`src/logic/ssr_pkg.sv`:
```
// Purpose: Constants shared by the supply supervisor reset block.
// Assumes: 200 MHz mclk, comparator results arrive as digital levels.
// Notes:   Hold and debounce lengths are shortened through parameters.
//
// Notes on behaviour
// [RULE_01] The second-supply fail output is low while that supply is below its threshold and high above it.
// [RULE_02] The second-supply fail output follows its comparator with no hold delay.
// [RULE_03] The early warning output is low while the main supply is below its threshold and high above it.
// [RULE_04] A low manual reset input asserts the reset output at once.
// [RULE_05] The low-active reset output is open drain and pulled low on low main supply or manual reset.
// [RULE_06] The high-active reset output is push-pull and driven high on the same causes.
// [RULE_07] After power-up the reset output stays asserted for one full hold period.
// [RULE_08] After manual reset is released the reset output stays asserted for one more full hold period.
// [RULE_09] The watchdog restarts on SDA falling while SCL is high, then SCL falling, followed by a stop condition.
// [RULE_10] With no restart pattern inside the time-out the watchdog output is asserted.
// [RULE_11] SDA is only ever driven low, and its input is always sampled.
// [RULE_12] The watchdog output is active low open drain while the watchdog is expired.
// [RULE_13] The early warning asserts ahead of reset and has no power-up hold.
// [RULE_14] The hold period restarts on any reset cause and releases only after an uninterrupted count.
// [RULE_15] Comparators and manual reset are synchronised, and manual reset is debounced.

package ssr_pkg;

	// Time figures in their own units, and the clock rate.
	localparam int unsigned CLK_MHZ         = 200;
	localparam int unsigned HOLD_MS         = 50;
	localparam int unsigned DEBOUNCE_US     = 100;
	localparam int unsigned WDOG_MS         = 25;

	// Cycle counts derived from the times above.
	localparam int unsigned HOLD_CYCLES     = HOLD_MS * 1000 * CLK_MHZ;
	localparam int unsigned DEBOUNCE_CYCLES = DEBOUNCE_US * CLK_MHZ;
	localparam int unsigned WDOG_CYCLES     = WDOG_MS * 1000 * CLK_MHZ;

	// Counter width wide enough for every count above.
	localparam int unsigned CNT_W           = 32;

	// Synchroniser depth.
	localparam int unsigned SYNC_STAGES     = 2;

	// Watchdog pattern states.
	typedef enum logic [1:0] {
		SSR_PAT_IDLE,
		SSR_PAT_ARMED,
		SSR_PAT_WAIT_STOP
	} ssr_pat_e;

endpackage : ssr_pkg

```
`src/logic/ssr_sync.sv`:
```
// Purpose: Two-flop synchroniser for one level input.
// Assumes: Single clock domain, synchronous active-high reset.
// Notes:   The first stage feeds only the second stage.

`timescale 1ns/1ps

module ssr_sync #(
	parameter logic RESET_VAL = 1'b1
) (
	// Clock and reset.
	input  wire logic mclk,
	input  wire logic rst,
	// Level in and synchronised level out.
	input  wire logic din,
	output logic      dout
);

	logic stage1;
	logic next_stage1;
	logic next_dout;

	// Shift the level through two flops.
	always_comb begin
		next_stage1 = din;
		next_dout   = stage1;
	end

	// Register the stages; reset loads a constant only.
	always_ff @(posedge mclk) begin
		if (rst) begin
			stage1 <= RESET_VAL;
			dout   <= RESET_VAL;
		end else begin
			stage1 <= next_stage1;
			dout   <= next_dout;
		end
	end

endmodule : ssr_sync

```
`src/logic/ssr_supervisor.sv`:
```
// Purpose: Reset, supply fail, early warning and watchdog outputs.
// Assumes: Comparator inputs are high while the supply is above threshold.
// Notes:   Both reset polarities are produced; the board picks one.

`timescale 1ns/1ps

module ssr_supervisor #(
	parameter int unsigned HOLD_CYCLES     = ssr_pkg::HOLD_CYCLES,
	parameter int unsigned DEBOUNCE_CYCLES = ssr_pkg::DEBOUNCE_CYCLES,
	parameter int unsigned WDOG_CYCLES     = ssr_pkg::WDOG_CYCLES
) (
	// Clock and reset.
	input  wire logic mclk,
	input  wire logic rst,
	// Comparator results, high when above threshold.
	input  wire logic main_supply_ok,
	input  wire logic second_supply_sense,
	// Manual reset button, active low.
	input  wire logic manual_reset_n,
	// Serial lines; SDA as input, output and enable.
	input  wire logic scl_in,
	input  wire logic sda_in,
	output logic      sda_out,
	output logic      sda_oe,
	// Supply status outputs.
	output logic      second_supply_fail_n,
	output logic      early_low_supply_n,
	// Reset outputs: open drain low-active and push-pull high-active.
	output logic      reset_out,
	output logic      reset_oe,
	output logic      reset_active_high,
	// Watchdog output, open drain low-active.
	output logic      watchdog_out,
	output logic      watchdog_expired_oe
);

	////////////////////////////////////////////////////////////////////////
	// Input synchronisers.

	logic main_ok_s;
	logic second_ok_s;
	logic mr_n_s;
	logic scl_s;
	logic sda_s;

	// Reset values assume supplies low, so outputs start asserted.
	ssr_sync #(.RESET_VAL(1'b0)) u_sync_main (
		.mclk(mclk), .rst(rst), .din(main_supply_ok), .dout(main_ok_s)
	); // RULE_15
	ssr_sync #(.RESET_VAL(1'b0)) u_sync_second (
		.mclk(mclk), .rst(rst), .din(second_supply_sense),
		.dout(second_ok_s)
	); // RULE_15
	ssr_sync #(.RESET_VAL(1'b1)) u_sync_mr (
		.mclk(mclk), .rst(rst), .din(manual_reset_n), .dout(mr_n_s)
	); // RULE_15
	ssr_sync #(.RESET_VAL(1'b1)) u_sync_scl (
		.mclk(mclk), .rst(rst), .din(scl_in), .dout(scl_s)
	);
	// SDA receiver is never gated, even while the device pulls it.
	ssr_sync #(.RESET_VAL(1'b1)) u_sync_sda (
		.mclk(mclk), .rst(rst), .din(sda_in), .dout(sda_s)
	); // RULE_11

	////////////////////////////////////////////////////////////////////////
	// Manual reset debounce and reset hold.

	logic                      mr_db_n;
	logic                      next_mr_db_n;
	logic [ssr_pkg::CNT_W-1:0] db_cnt;
	logic [ssr_pkg::CNT_W-1:0] next_db_cnt;
	logic [ssr_pkg::CNT_W-1:0] hold_cnt;
	logic [ssr_pkg::CNT_W-1:0] next_hold_cnt;
	logic                      rst_active;
	logic                      next_rst_active;
	logic                      cause;

	// A press is taken at once; only the release is debounced, so
	// reset is never late but bounce cannot end the hold early.
	always_comb begin
		next_mr_db_n = mr_db_n;
		next_db_cnt  = '0;
		if (!mr_n_s) begin
			next_mr_db_n = 1'b0; // RULE_04
		end else if (!mr_db_n) begin
			if (db_cnt >= ssr_pkg::CNT_W'(DEBOUNCE_CYCLES - 1)) begin
				next_mr_db_n = 1'b1; // RULE_15
			end else begin
				next_db_cnt = db_cnt + 1'b1;
			end
		end
	end

	// Hold counter restarts on any cause and releases after a full run.
	assign cause = !main_ok_s || !mr_n_s || !mr_db_n;

	always_comb begin
		next_hold_cnt   = hold_cnt;
		next_rst_active = rst_active;
		if (cause) begin
			next_hold_cnt   = '0; // RULE_14
			next_rst_active = 1'b1; // RULE_04
		end else if (rst_active) begin
			if (hold_cnt >= ssr_pkg::CNT_W'(HOLD_CYCLES - 1)) begin
				next_rst_active = 1'b0; // RULE_07 RULE_08
			end else begin
				next_hold_cnt = hold_cnt + 1'b1; // RULE_14
			end
		end
	end

	always_ff @(posedge mclk) begin
		if (rst) begin
			mr_db_n    <= 1'b1;
			db_cnt     <= '0;
			hold_cnt   <= '0;
			rst_active <= 1'b1;
		end else begin
			mr_db_n    <= next_mr_db_n;
			db_cnt     <= next_db_cnt;
			hold_cnt   <= next_hold_cnt;
			rst_active <= next_rst_active;
		end
	end

	////////////////////////////////////////////////////////////////////////
	// Watchdog restart pattern and time-out.

	ssr_pkg::ssr_pat_e         pat;
	ssr_pkg::ssr_pat_e         next_pat;
	logic                      scl_q;
	logic                      sda_q;
	logic [ssr_pkg::CNT_W-1:0] wd_cnt;
	logic [ssr_pkg::CNT_W-1:0] next_wd_cnt;
	logic                      wd_expired;
	logic                      next_wd_expired;
	logic                      kick;
	logic                      sda_fall;
	logic                      sda_rise;
	logic                      scl_fall;

	assign sda_fall = sda_q && !sda_s;
	assign sda_rise = !sda_q && sda_s;
	assign scl_fall = scl_q && !scl_s;

	// SDA falls with SCL high, then SCL falls, then a stop (SDA rising
	// with SCL high) completes the kick.
	always_comb begin
		next_pat = pat;
		kick     = 1'b0;
		case (pat)
			ssr_pkg::SSR_PAT_IDLE: begin
				if (sda_fall && scl_s) begin
					next_pat = ssr_pkg::SSR_PAT_ARMED; // RULE_09
				end
			end
			ssr_pkg::SSR_PAT_ARMED: begin
				if (scl_fall) begin
					next_pat = ssr_pkg::SSR_PAT_WAIT_STOP; // RULE_09
				end else if (sda_rise) begin
					next_pat = ssr_pkg::SSR_PAT_IDLE;
				end
			end
			ssr_pkg::SSR_PAT_WAIT_STOP: begin
				if (sda_rise && scl_s) begin
					kick     = 1'b1; // RULE_09
					next_pat = ssr_pkg::SSR_PAT_IDLE;
				end
			end
			default: begin
				next_pat = ssr_pkg::SSR_PAT_IDLE;
			end
		endcase
	end

	// Time-out counter; a kick also clears an expired watchdog.
	always_comb begin
		next_wd_cnt     = wd_cnt;
		next_wd_expired = wd_expired;
		if (kick) begin
			next_wd_cnt     = '0;
			next_wd_expired = 1'b0;
		end else if (wd_cnt >= ssr_pkg::CNT_W'(WDOG_CYCLES - 1)) begin
			next_wd_expired = 1'b1; // RULE_10
		end else begin
			next_wd_cnt = wd_cnt + 1'b1;
		end
	end

	always_ff @(posedge mclk) begin
		if (rst) begin
			pat        <= ssr_pkg::SSR_PAT_IDLE;
			scl_q      <= 1'b1;
			sda_q      <= 1'b1;
			wd_cnt     <= '0;
			wd_expired <= 1'b0;
		end else begin
			pat        <= next_pat;
			scl_q      <= scl_s;
			sda_q      <= sda_s;
			wd_cnt     <= next_wd_cnt;
			wd_expired <= next_wd_expired;
		end
	end

	////////////////////////////////////////////////////////////////////////
	// Output registers.

	logic next_second_fail_n;
	logic next_early_n;

	// Status outputs follow comparators with no hold. The reset outputs
	// take the hold state one register later, so the early warning leads
	// reset by a cycle; the cost is one more cycle of reset latency.
	always_comb begin
		next_second_fail_n = second_ok_s; // RULE_01 RULE_02
		next_early_n       = main_ok_s; // RULE_03 RULE_13
	end

	always_ff @(posedge mclk) begin
		if (rst) begin
			second_supply_fail_n <= 1'b0;
			early_low_supply_n   <= 1'b0;
			reset_out            <= 1'b0;
			reset_oe             <= 1'b1;
			reset_active_high    <= 1'b1;
			watchdog_out         <= 1'b0;
			watchdog_expired_oe  <= 1'b0;
			sda_out              <= 1'b0;
			sda_oe               <= 1'b0;
		end else begin
			second_supply_fail_n <= next_second_fail_n;
			early_low_supply_n   <= next_early_n;
			reset_out            <= 1'b0; // RULE_05
			reset_oe             <= rst_active; // RULE_05 RULE_13
			reset_active_high    <= rst_active; // RULE_06 RULE_13
			watchdog_out         <= 1'b0; // RULE_12
			watchdog_expired_oe  <= next_wd_expired; // RULE_12
			sda_out              <= 1'b0; // RULE_11
			sda_oe               <= 1'b0; // RULE_11
		end
	end

endmodule : ssr_supervisor

```
`config.mk`:
```
export PLATFORM = sky130hd
export DESIGN_NAME = ssr_supervisor
export DESIGN_NICKNAME = d
export VERILOG_FILES = /design/src/logic/ssr_pkg.sv /design/src/logic/ssr_sync.sv /design/src/logic/ssr_supervisor.sv
export SDC_FILE = /design/constraint.sdc
export NUM_CORES = 1
export LEC_CHECK = 0
export BUFFER_PORTS_ARGS = -buffer_cell sky130_fd_sc_hd__buf_2
export CAP_MARGIN = 20
export CORE_ASPECT_RATIO = 1.1
export CORE_MARGIN = 3
export CORE_UTILIZATION = 50
export CTS_BUF_LIST = sky130_fd_sc_hd__clkbuf_2 sky130_fd_sc_hd__clkbuf_4 sky130_fd_sc_hd__clkbuf_8
export DETAILED_ROUTE_END_ITERATION = 7
export PLACE_DENSITY = 0.66
export SLEW_MARGIN = 40
export SYNTH_ARGS = -nofsm -noshare
export SYNTH_HDL_FRONTEND = slang
export SYNTH_SLANG_ARGS = --single-unit
```
`constraint.sdc`:
```
create_clock -name mclk -period 3.8 [get_ports mclk]
set_input_delay 0.57 -clock mclk [delete_from_list [all_inputs] [get_ports mclk]]
set_output_delay 0.57 -clock mclk [all_outputs]
set_load 0.005 [all_outputs]
```
; ---- Yosys cells after proc, flatten, opt, wreduce, memory -nomap -nowiden
; Index checks and enable logic that the tools add are counted.
[op_classes]
shift = 0
n_eq_ne = 5
div_mod_pow = 0
n_lt_le_gt_ge = 3
n_bitwise = 2
mul = 0
n_addsub = 3
reduce_logical = 19
muxes = 12
[op_table]
columns = op, n
row1 = "32-bit by 1-bit adder with 32-bit output, second input constant", 3
row2 = "32-bit by 15-bit greater-or-equal comparator with 1-bit output, second input constant", 1
row3 = "32-bit by 23-bit greater-or-equal comparator with 1-bit output, second input constant", 1
row4 = "32-bit by 24-bit greater-or-equal comparator with 1-bit output, second input constant", 1
row5 = 2-bit two-way mux, 4
row6 = 1-bit two-way mux, 7
row7 = 1-bit zero test, 6
row8 = 2-bit case mux with 3 select lines, 1
row9 = 1-bit logical AND, 5
row10 = "2-bit != test, second input constant", 2
row11 = 2-bit OR reduction, 2
row12 = 4-bit OR reduction, 1
row13 = "3-bit != test, second input constant", 1
row14 = 3-bit AND reduction, 1
row15 = "2-bit by 1-bit == test with 1-bit output, second input constant", 1
row16 = "2-bit == test, second input constant", 1
row17 = 2-bit zero test, 1
row18 = 1-bit logical OR, 2
row19 = 1-bit inverter, 2
row20 = 2-bit AND reduction, 1
[totals]
in_bits = 7
mem_bits_ro = 0
reg_bits = 116
ramBits = 0
latch_bits = 0
memories = 0
out_inout_bits = 9
wordCells = 66

; ---- Longest topological paths before layout
[logic_depth]
depth_word = 6
mapped_depth = 8
mapped_depth_nobuf = 6

; ---- Hierarchy
; From an unflattened synthesis, not the netlist that was laid out.
[unflattened]
cells_unflattened = 486
hier_area_um2 = 4548.1
[modules_own_cells]
columns = mod, n_inst, cells_each, seq_area_each_um2, area_per_inst_um2
row1 = ssr_supervisor, 1, 466, 2122.0, 4285.4
row2 = ssr_sync, 5, 4, 40.0, 52.6

; ---- Least setup slack after synthesis
; No wires, ideal clock.
[synth_timing]
path_kind = reg-to-reg
from = register hold_cnt[0] (netlist bit)
to = register hold_cnt[10] (netlist bit)
t_arrival_ns = 1.819
setup_ns = 0.070
required_time_ns = 3.730
stages_incl_launch_ff = 9
period_less_slack_ns = 1.889
setup_slack_ns = 1.911
cell_sequence = dfxtp_1 -> ha_1 -> nand3_1 -> o211a_1 -> nor3_1 -> clkbuf_1 -> buf_2 -> o31ai_1 -> a21oi_1
[synth_between]
elab_chain_cells = 3
[synth_rtl]
columns = element, line_no
row1 = from (decl), ssr_supervisor.sv:72  ; logic [ssr_pkg::CNT_W-1:0] hold_cnt;
row2 = from (signal assigned), ssr_supervisor.sv:121  ; hold_cnt <= next_hold_cnt;
row3 = 32-bit by 24-bit greater-or-equal comparator with 1-bit output, ssr_supervisor.sv:104  ; if (hold_cnt >= ssr_pkg::CNT_W'(HOLD_CYCLES - 1)) begin
row4 = 1-bit inverter (no line), --
row5 = 2-bit AND reduction (no line), --
; Parallel ways exist; a longest one is shown, timed or not.
; A chain may end at the register's enable or synchronous reset.

; ---- Worst setup path in the final report
[layout_timing]
from = register wd_cnt[16] (netlist bit)
to = register wd_cnt[13] (netlist bit)
[layout_between]
elab_chain_cells = 1
[layout_rtl]
columns = element, line_no
row1 = from (decl), ssr_supervisor.sv:133  ; logic [ssr_pkg::CNT_W-1:0] wd_cnt;
row2 = from (signal assigned), ssr_supervisor.sv:201  ; wd_cnt <= next_wd_cnt;
row3 = 32-bit by 23-bit greater-or-equal comparator with 1-bit output, ssr_supervisor.sv:183  ; end else if (wd_cnt >= ssr_pkg::CNT_W'(WDOG_CYCLES - 1)) begin
; No other way between the ends.

==> reports/qor.yml <==
layout:
  final_area_um2: 5400
  layout.cells.non_filler: 683
  diodes: 0
  layout_commonest_cell: "dfxtp_1"
  mostFrequentLayoutCells: "116 x dfxtp_1, 44 x nand2_1, 38 x nor2_1"
  area_delta_synth_final_pct: 11.0
  drive_gt1_share_pct: 12.4
  nNetsFinal: 563
critical_path:
  cpPeakStageDelay_ns: 0.59
  path_class: "register to register"
  endpoint_kind: "register"
  cp_max_fo: 20
  ff2ff_setup_slack_ns: 1.60
  required_ns: 4.14
  cp_slowest_cell: "or4_1"
  crit_arrival_ns: 2.54
  critPathTopFamily: "simple AND/OR/NAND/NOR gates"
  start_kind: "register"
  path_buf_inv: 0
  cp_cell_sequence: "o211a_1 > o31ai_4 > nand2_1 > or4_1 > a21oi_1"
place:
  dp.cells: 651
  place_hpwl_um: 5910
  placed_area_um2: 5020
  gp_congestion: 0.833
  io_buffers: 11
synthesis:
  ys_seq_area_share_pct: 47.7
  synth-seq-cells: 116
  yosysWarnings: 0
  synth_cell_types: 60
  synth_edf_count: 0
  synth_cells: 529
  synth_ff_type: "dfxtp_1"
  synthesis.area_um2: 4860
  async_flop_share_pct: 0
  avgSynthCellArea_um2: 9.19
floorplanning:
  die_y_um: 109
  core-area_um2: 9400
  rows: 37
  start_util_pct: 51.8
  fp.dieArea_um2: 10900
  ios: 16
  fp.dieW_um: 100
clocking:
  post_cts_buffers: 0
  cts_root_buf: "clkbuf_8"
  hold_buffers: 0
  cts_resized: 0
  cts_htree_levels: 4
  worstSkewPairLatency_ns: 0.42
  clk_pin_slew_ns: 0.07
  cts.sinks: 116
  cts_buffers: 17
  cts_tree: "done"
  clock_path_buffers: 2
grt:
  grt_max_degree: 33
  overflow: 0
  grt_pass1_wl_um: 15500
  grt_pass1_vias: 3447
  antenna_found_initial: 0
  grt_usage_pct: 17.6
drt:
  viasPerCell: 5.64
  routed_wl_um: 8860
  ant_nets: 0
  drtIter0Drc: 153
  wl_per_cell_um: 13.0
  vias: 3849
  drc: 0
  drt_pass1_iterations: 4
run_status:
  outcome: "finished, final reports clean"
worst_hold_path:
  hp-class: "primary input to register"
timing:
  period_share_pct: 57.8
  rsz0062_at_grt: "false"
  final-setup-viol-count: 0
  fin_crit_ns: 2.20
  timing.slew.headroom_pct: 47.3
  worst_slew_pin_slew_ns: 0.790
  tns_ns: 0
  timing.fmax_ghz: 0.455
  fin_worst_skew_ns: 0.00845
  final_hold_viol_count: 0
  slew_violations: 0
power_and_ir_drop:
  p_per_area_nw_per_um2: 432
  leakage_nw: 1.92
  ir_worst_vdd_mv: 0.307
flow_run:
  drv_cap: 0
## per-stage QoR
stage	util, %	hold slack (ns)	total power [mW]	setup WS (ns)
final	57.4	0.328	2.33	1.60
after global placement	53.4	0.393	1.31	1.58
after global routing	57.4	0.297	2.43	1.39
after floorplan	-	0.389	1.30	1.91
after detailed placement	53.5	0.395	1.31	1.57
after CTS	57.4	0.297	2.37	1.60
## cell type report
| class | instances | area [um2] |
|---|---|---|
| Clock buffer | 20 | 269 |
| Inverter | 7 | 26.3 |
| Tap cell | 117 | 146 |
| Sequential cell | 116 | 2320 |
| Timing Repair Buffer | 14 | 77.6 |
| Clock inverter | 12 | 105 |
| Multi-Input combinational cell | 397 | 2450 |
| Fill cell | 859 | 4000 |
## registers in the layout, indices dropped and copies added, names as in the netlist
| register | cells |
|---|---|
| u_sync_scl.dout | 1 |
| reset_active_high | 1 |
| pat | 2 |
| u_sync_second.next_dout | 1 |
| early_low_supply_n | 1 |
| u_sync_mr.dout | 1 |
| watchdog_expired_oe | 1 |
| scl_q | 1 |
| mr_db_n | 1 |
| db_cnt | 32 |
| hold_cnt | 32 |
| u_sync_sda.next_dout | 1 |
| u_sync_second.dout | 1 |
| wd_cnt | 32 |
| u_sync_scl.next_dout | 1 |
| second_supply_fail_n | 1 |
| u_sync_mr.next_dout | 1 |
| u_sync_main.dout | 1 |
| u_sync_sda.dout | 1 |
| rst_active | 1 |
| sda_q | 1 |
| u_sync_main.next_dout | 1 |
## metal layers
layer	share of wire (%)	track usage [%]	up-vias
met5	0	0	-
met4	0.93	6.54	0
met3	3.8	5.90	6
met2	46	27.7	64
met1	49	22.6	1805
li1	-	-	1974
## logic make-up (layout without fill, tap and decap cells)
family | Yosys count | in the layout | synth area share [%]
and+or+nand+nor | 259 | 259 | 30.5
AOI/OAI and AO/OA | 93 | 93 | 13.2
xor gates and xnor gates | 14 | 14 | 2.52
adders and majority gates | 3 | 3 | 0.772
buffers and inverters | 36 | 53 | 3.68
DFF | 116 | 116 | 47.7
other | 1 | 21 | 0.0771
muxes | 7 | 7 | 1.47
## where the power goes
group / internal (mW) / leakage (nW) / total [mW] / switching, mW
combinational: 0.0152 / 0.795 / 0.0407 / 0.0255
sequential: 1.24 / 0.944 / 1.24 / 0.00870
clock: 0.556 / 0.181 / 1.05 / 0.490
## synth_stat cells (all sizes together), types with 11 or more instances
library cell | number | area share [%]
a21oi | 31 | 3.2
and2 | 19 | 2.4
buf | 13 | 1.9
clkbuf | 16 | 1.3
dfxtp | 116 | 48
nand2 | 44 | 3.4
nand3 | 27 | 2.8
nand4 | 23 | 3.1
nor2 | 38 | 2.9
nor3 | 12 | 1.3
nor4 | 13 | 2.1
o21ai | 11 | 1.1
o31ai | 17 | 2.9
or4 | 22 | 3.4
## path summary, 6_finish.rpt
check	start	endpoint	cells past startpoint
worst max-delay path	wd_cnt[16]	wd_cnt[13]	5
worst min-delay path	scl_in	u_sync_scl.next_dout	2
worst max register to register	wd_cnt[16]	wd_cnt[13]	5
worst min register to register	u_sync_scl.next_dout	u_sync_scl.dout	1
No activity file was read; power rests on OpenSTA's default activity.
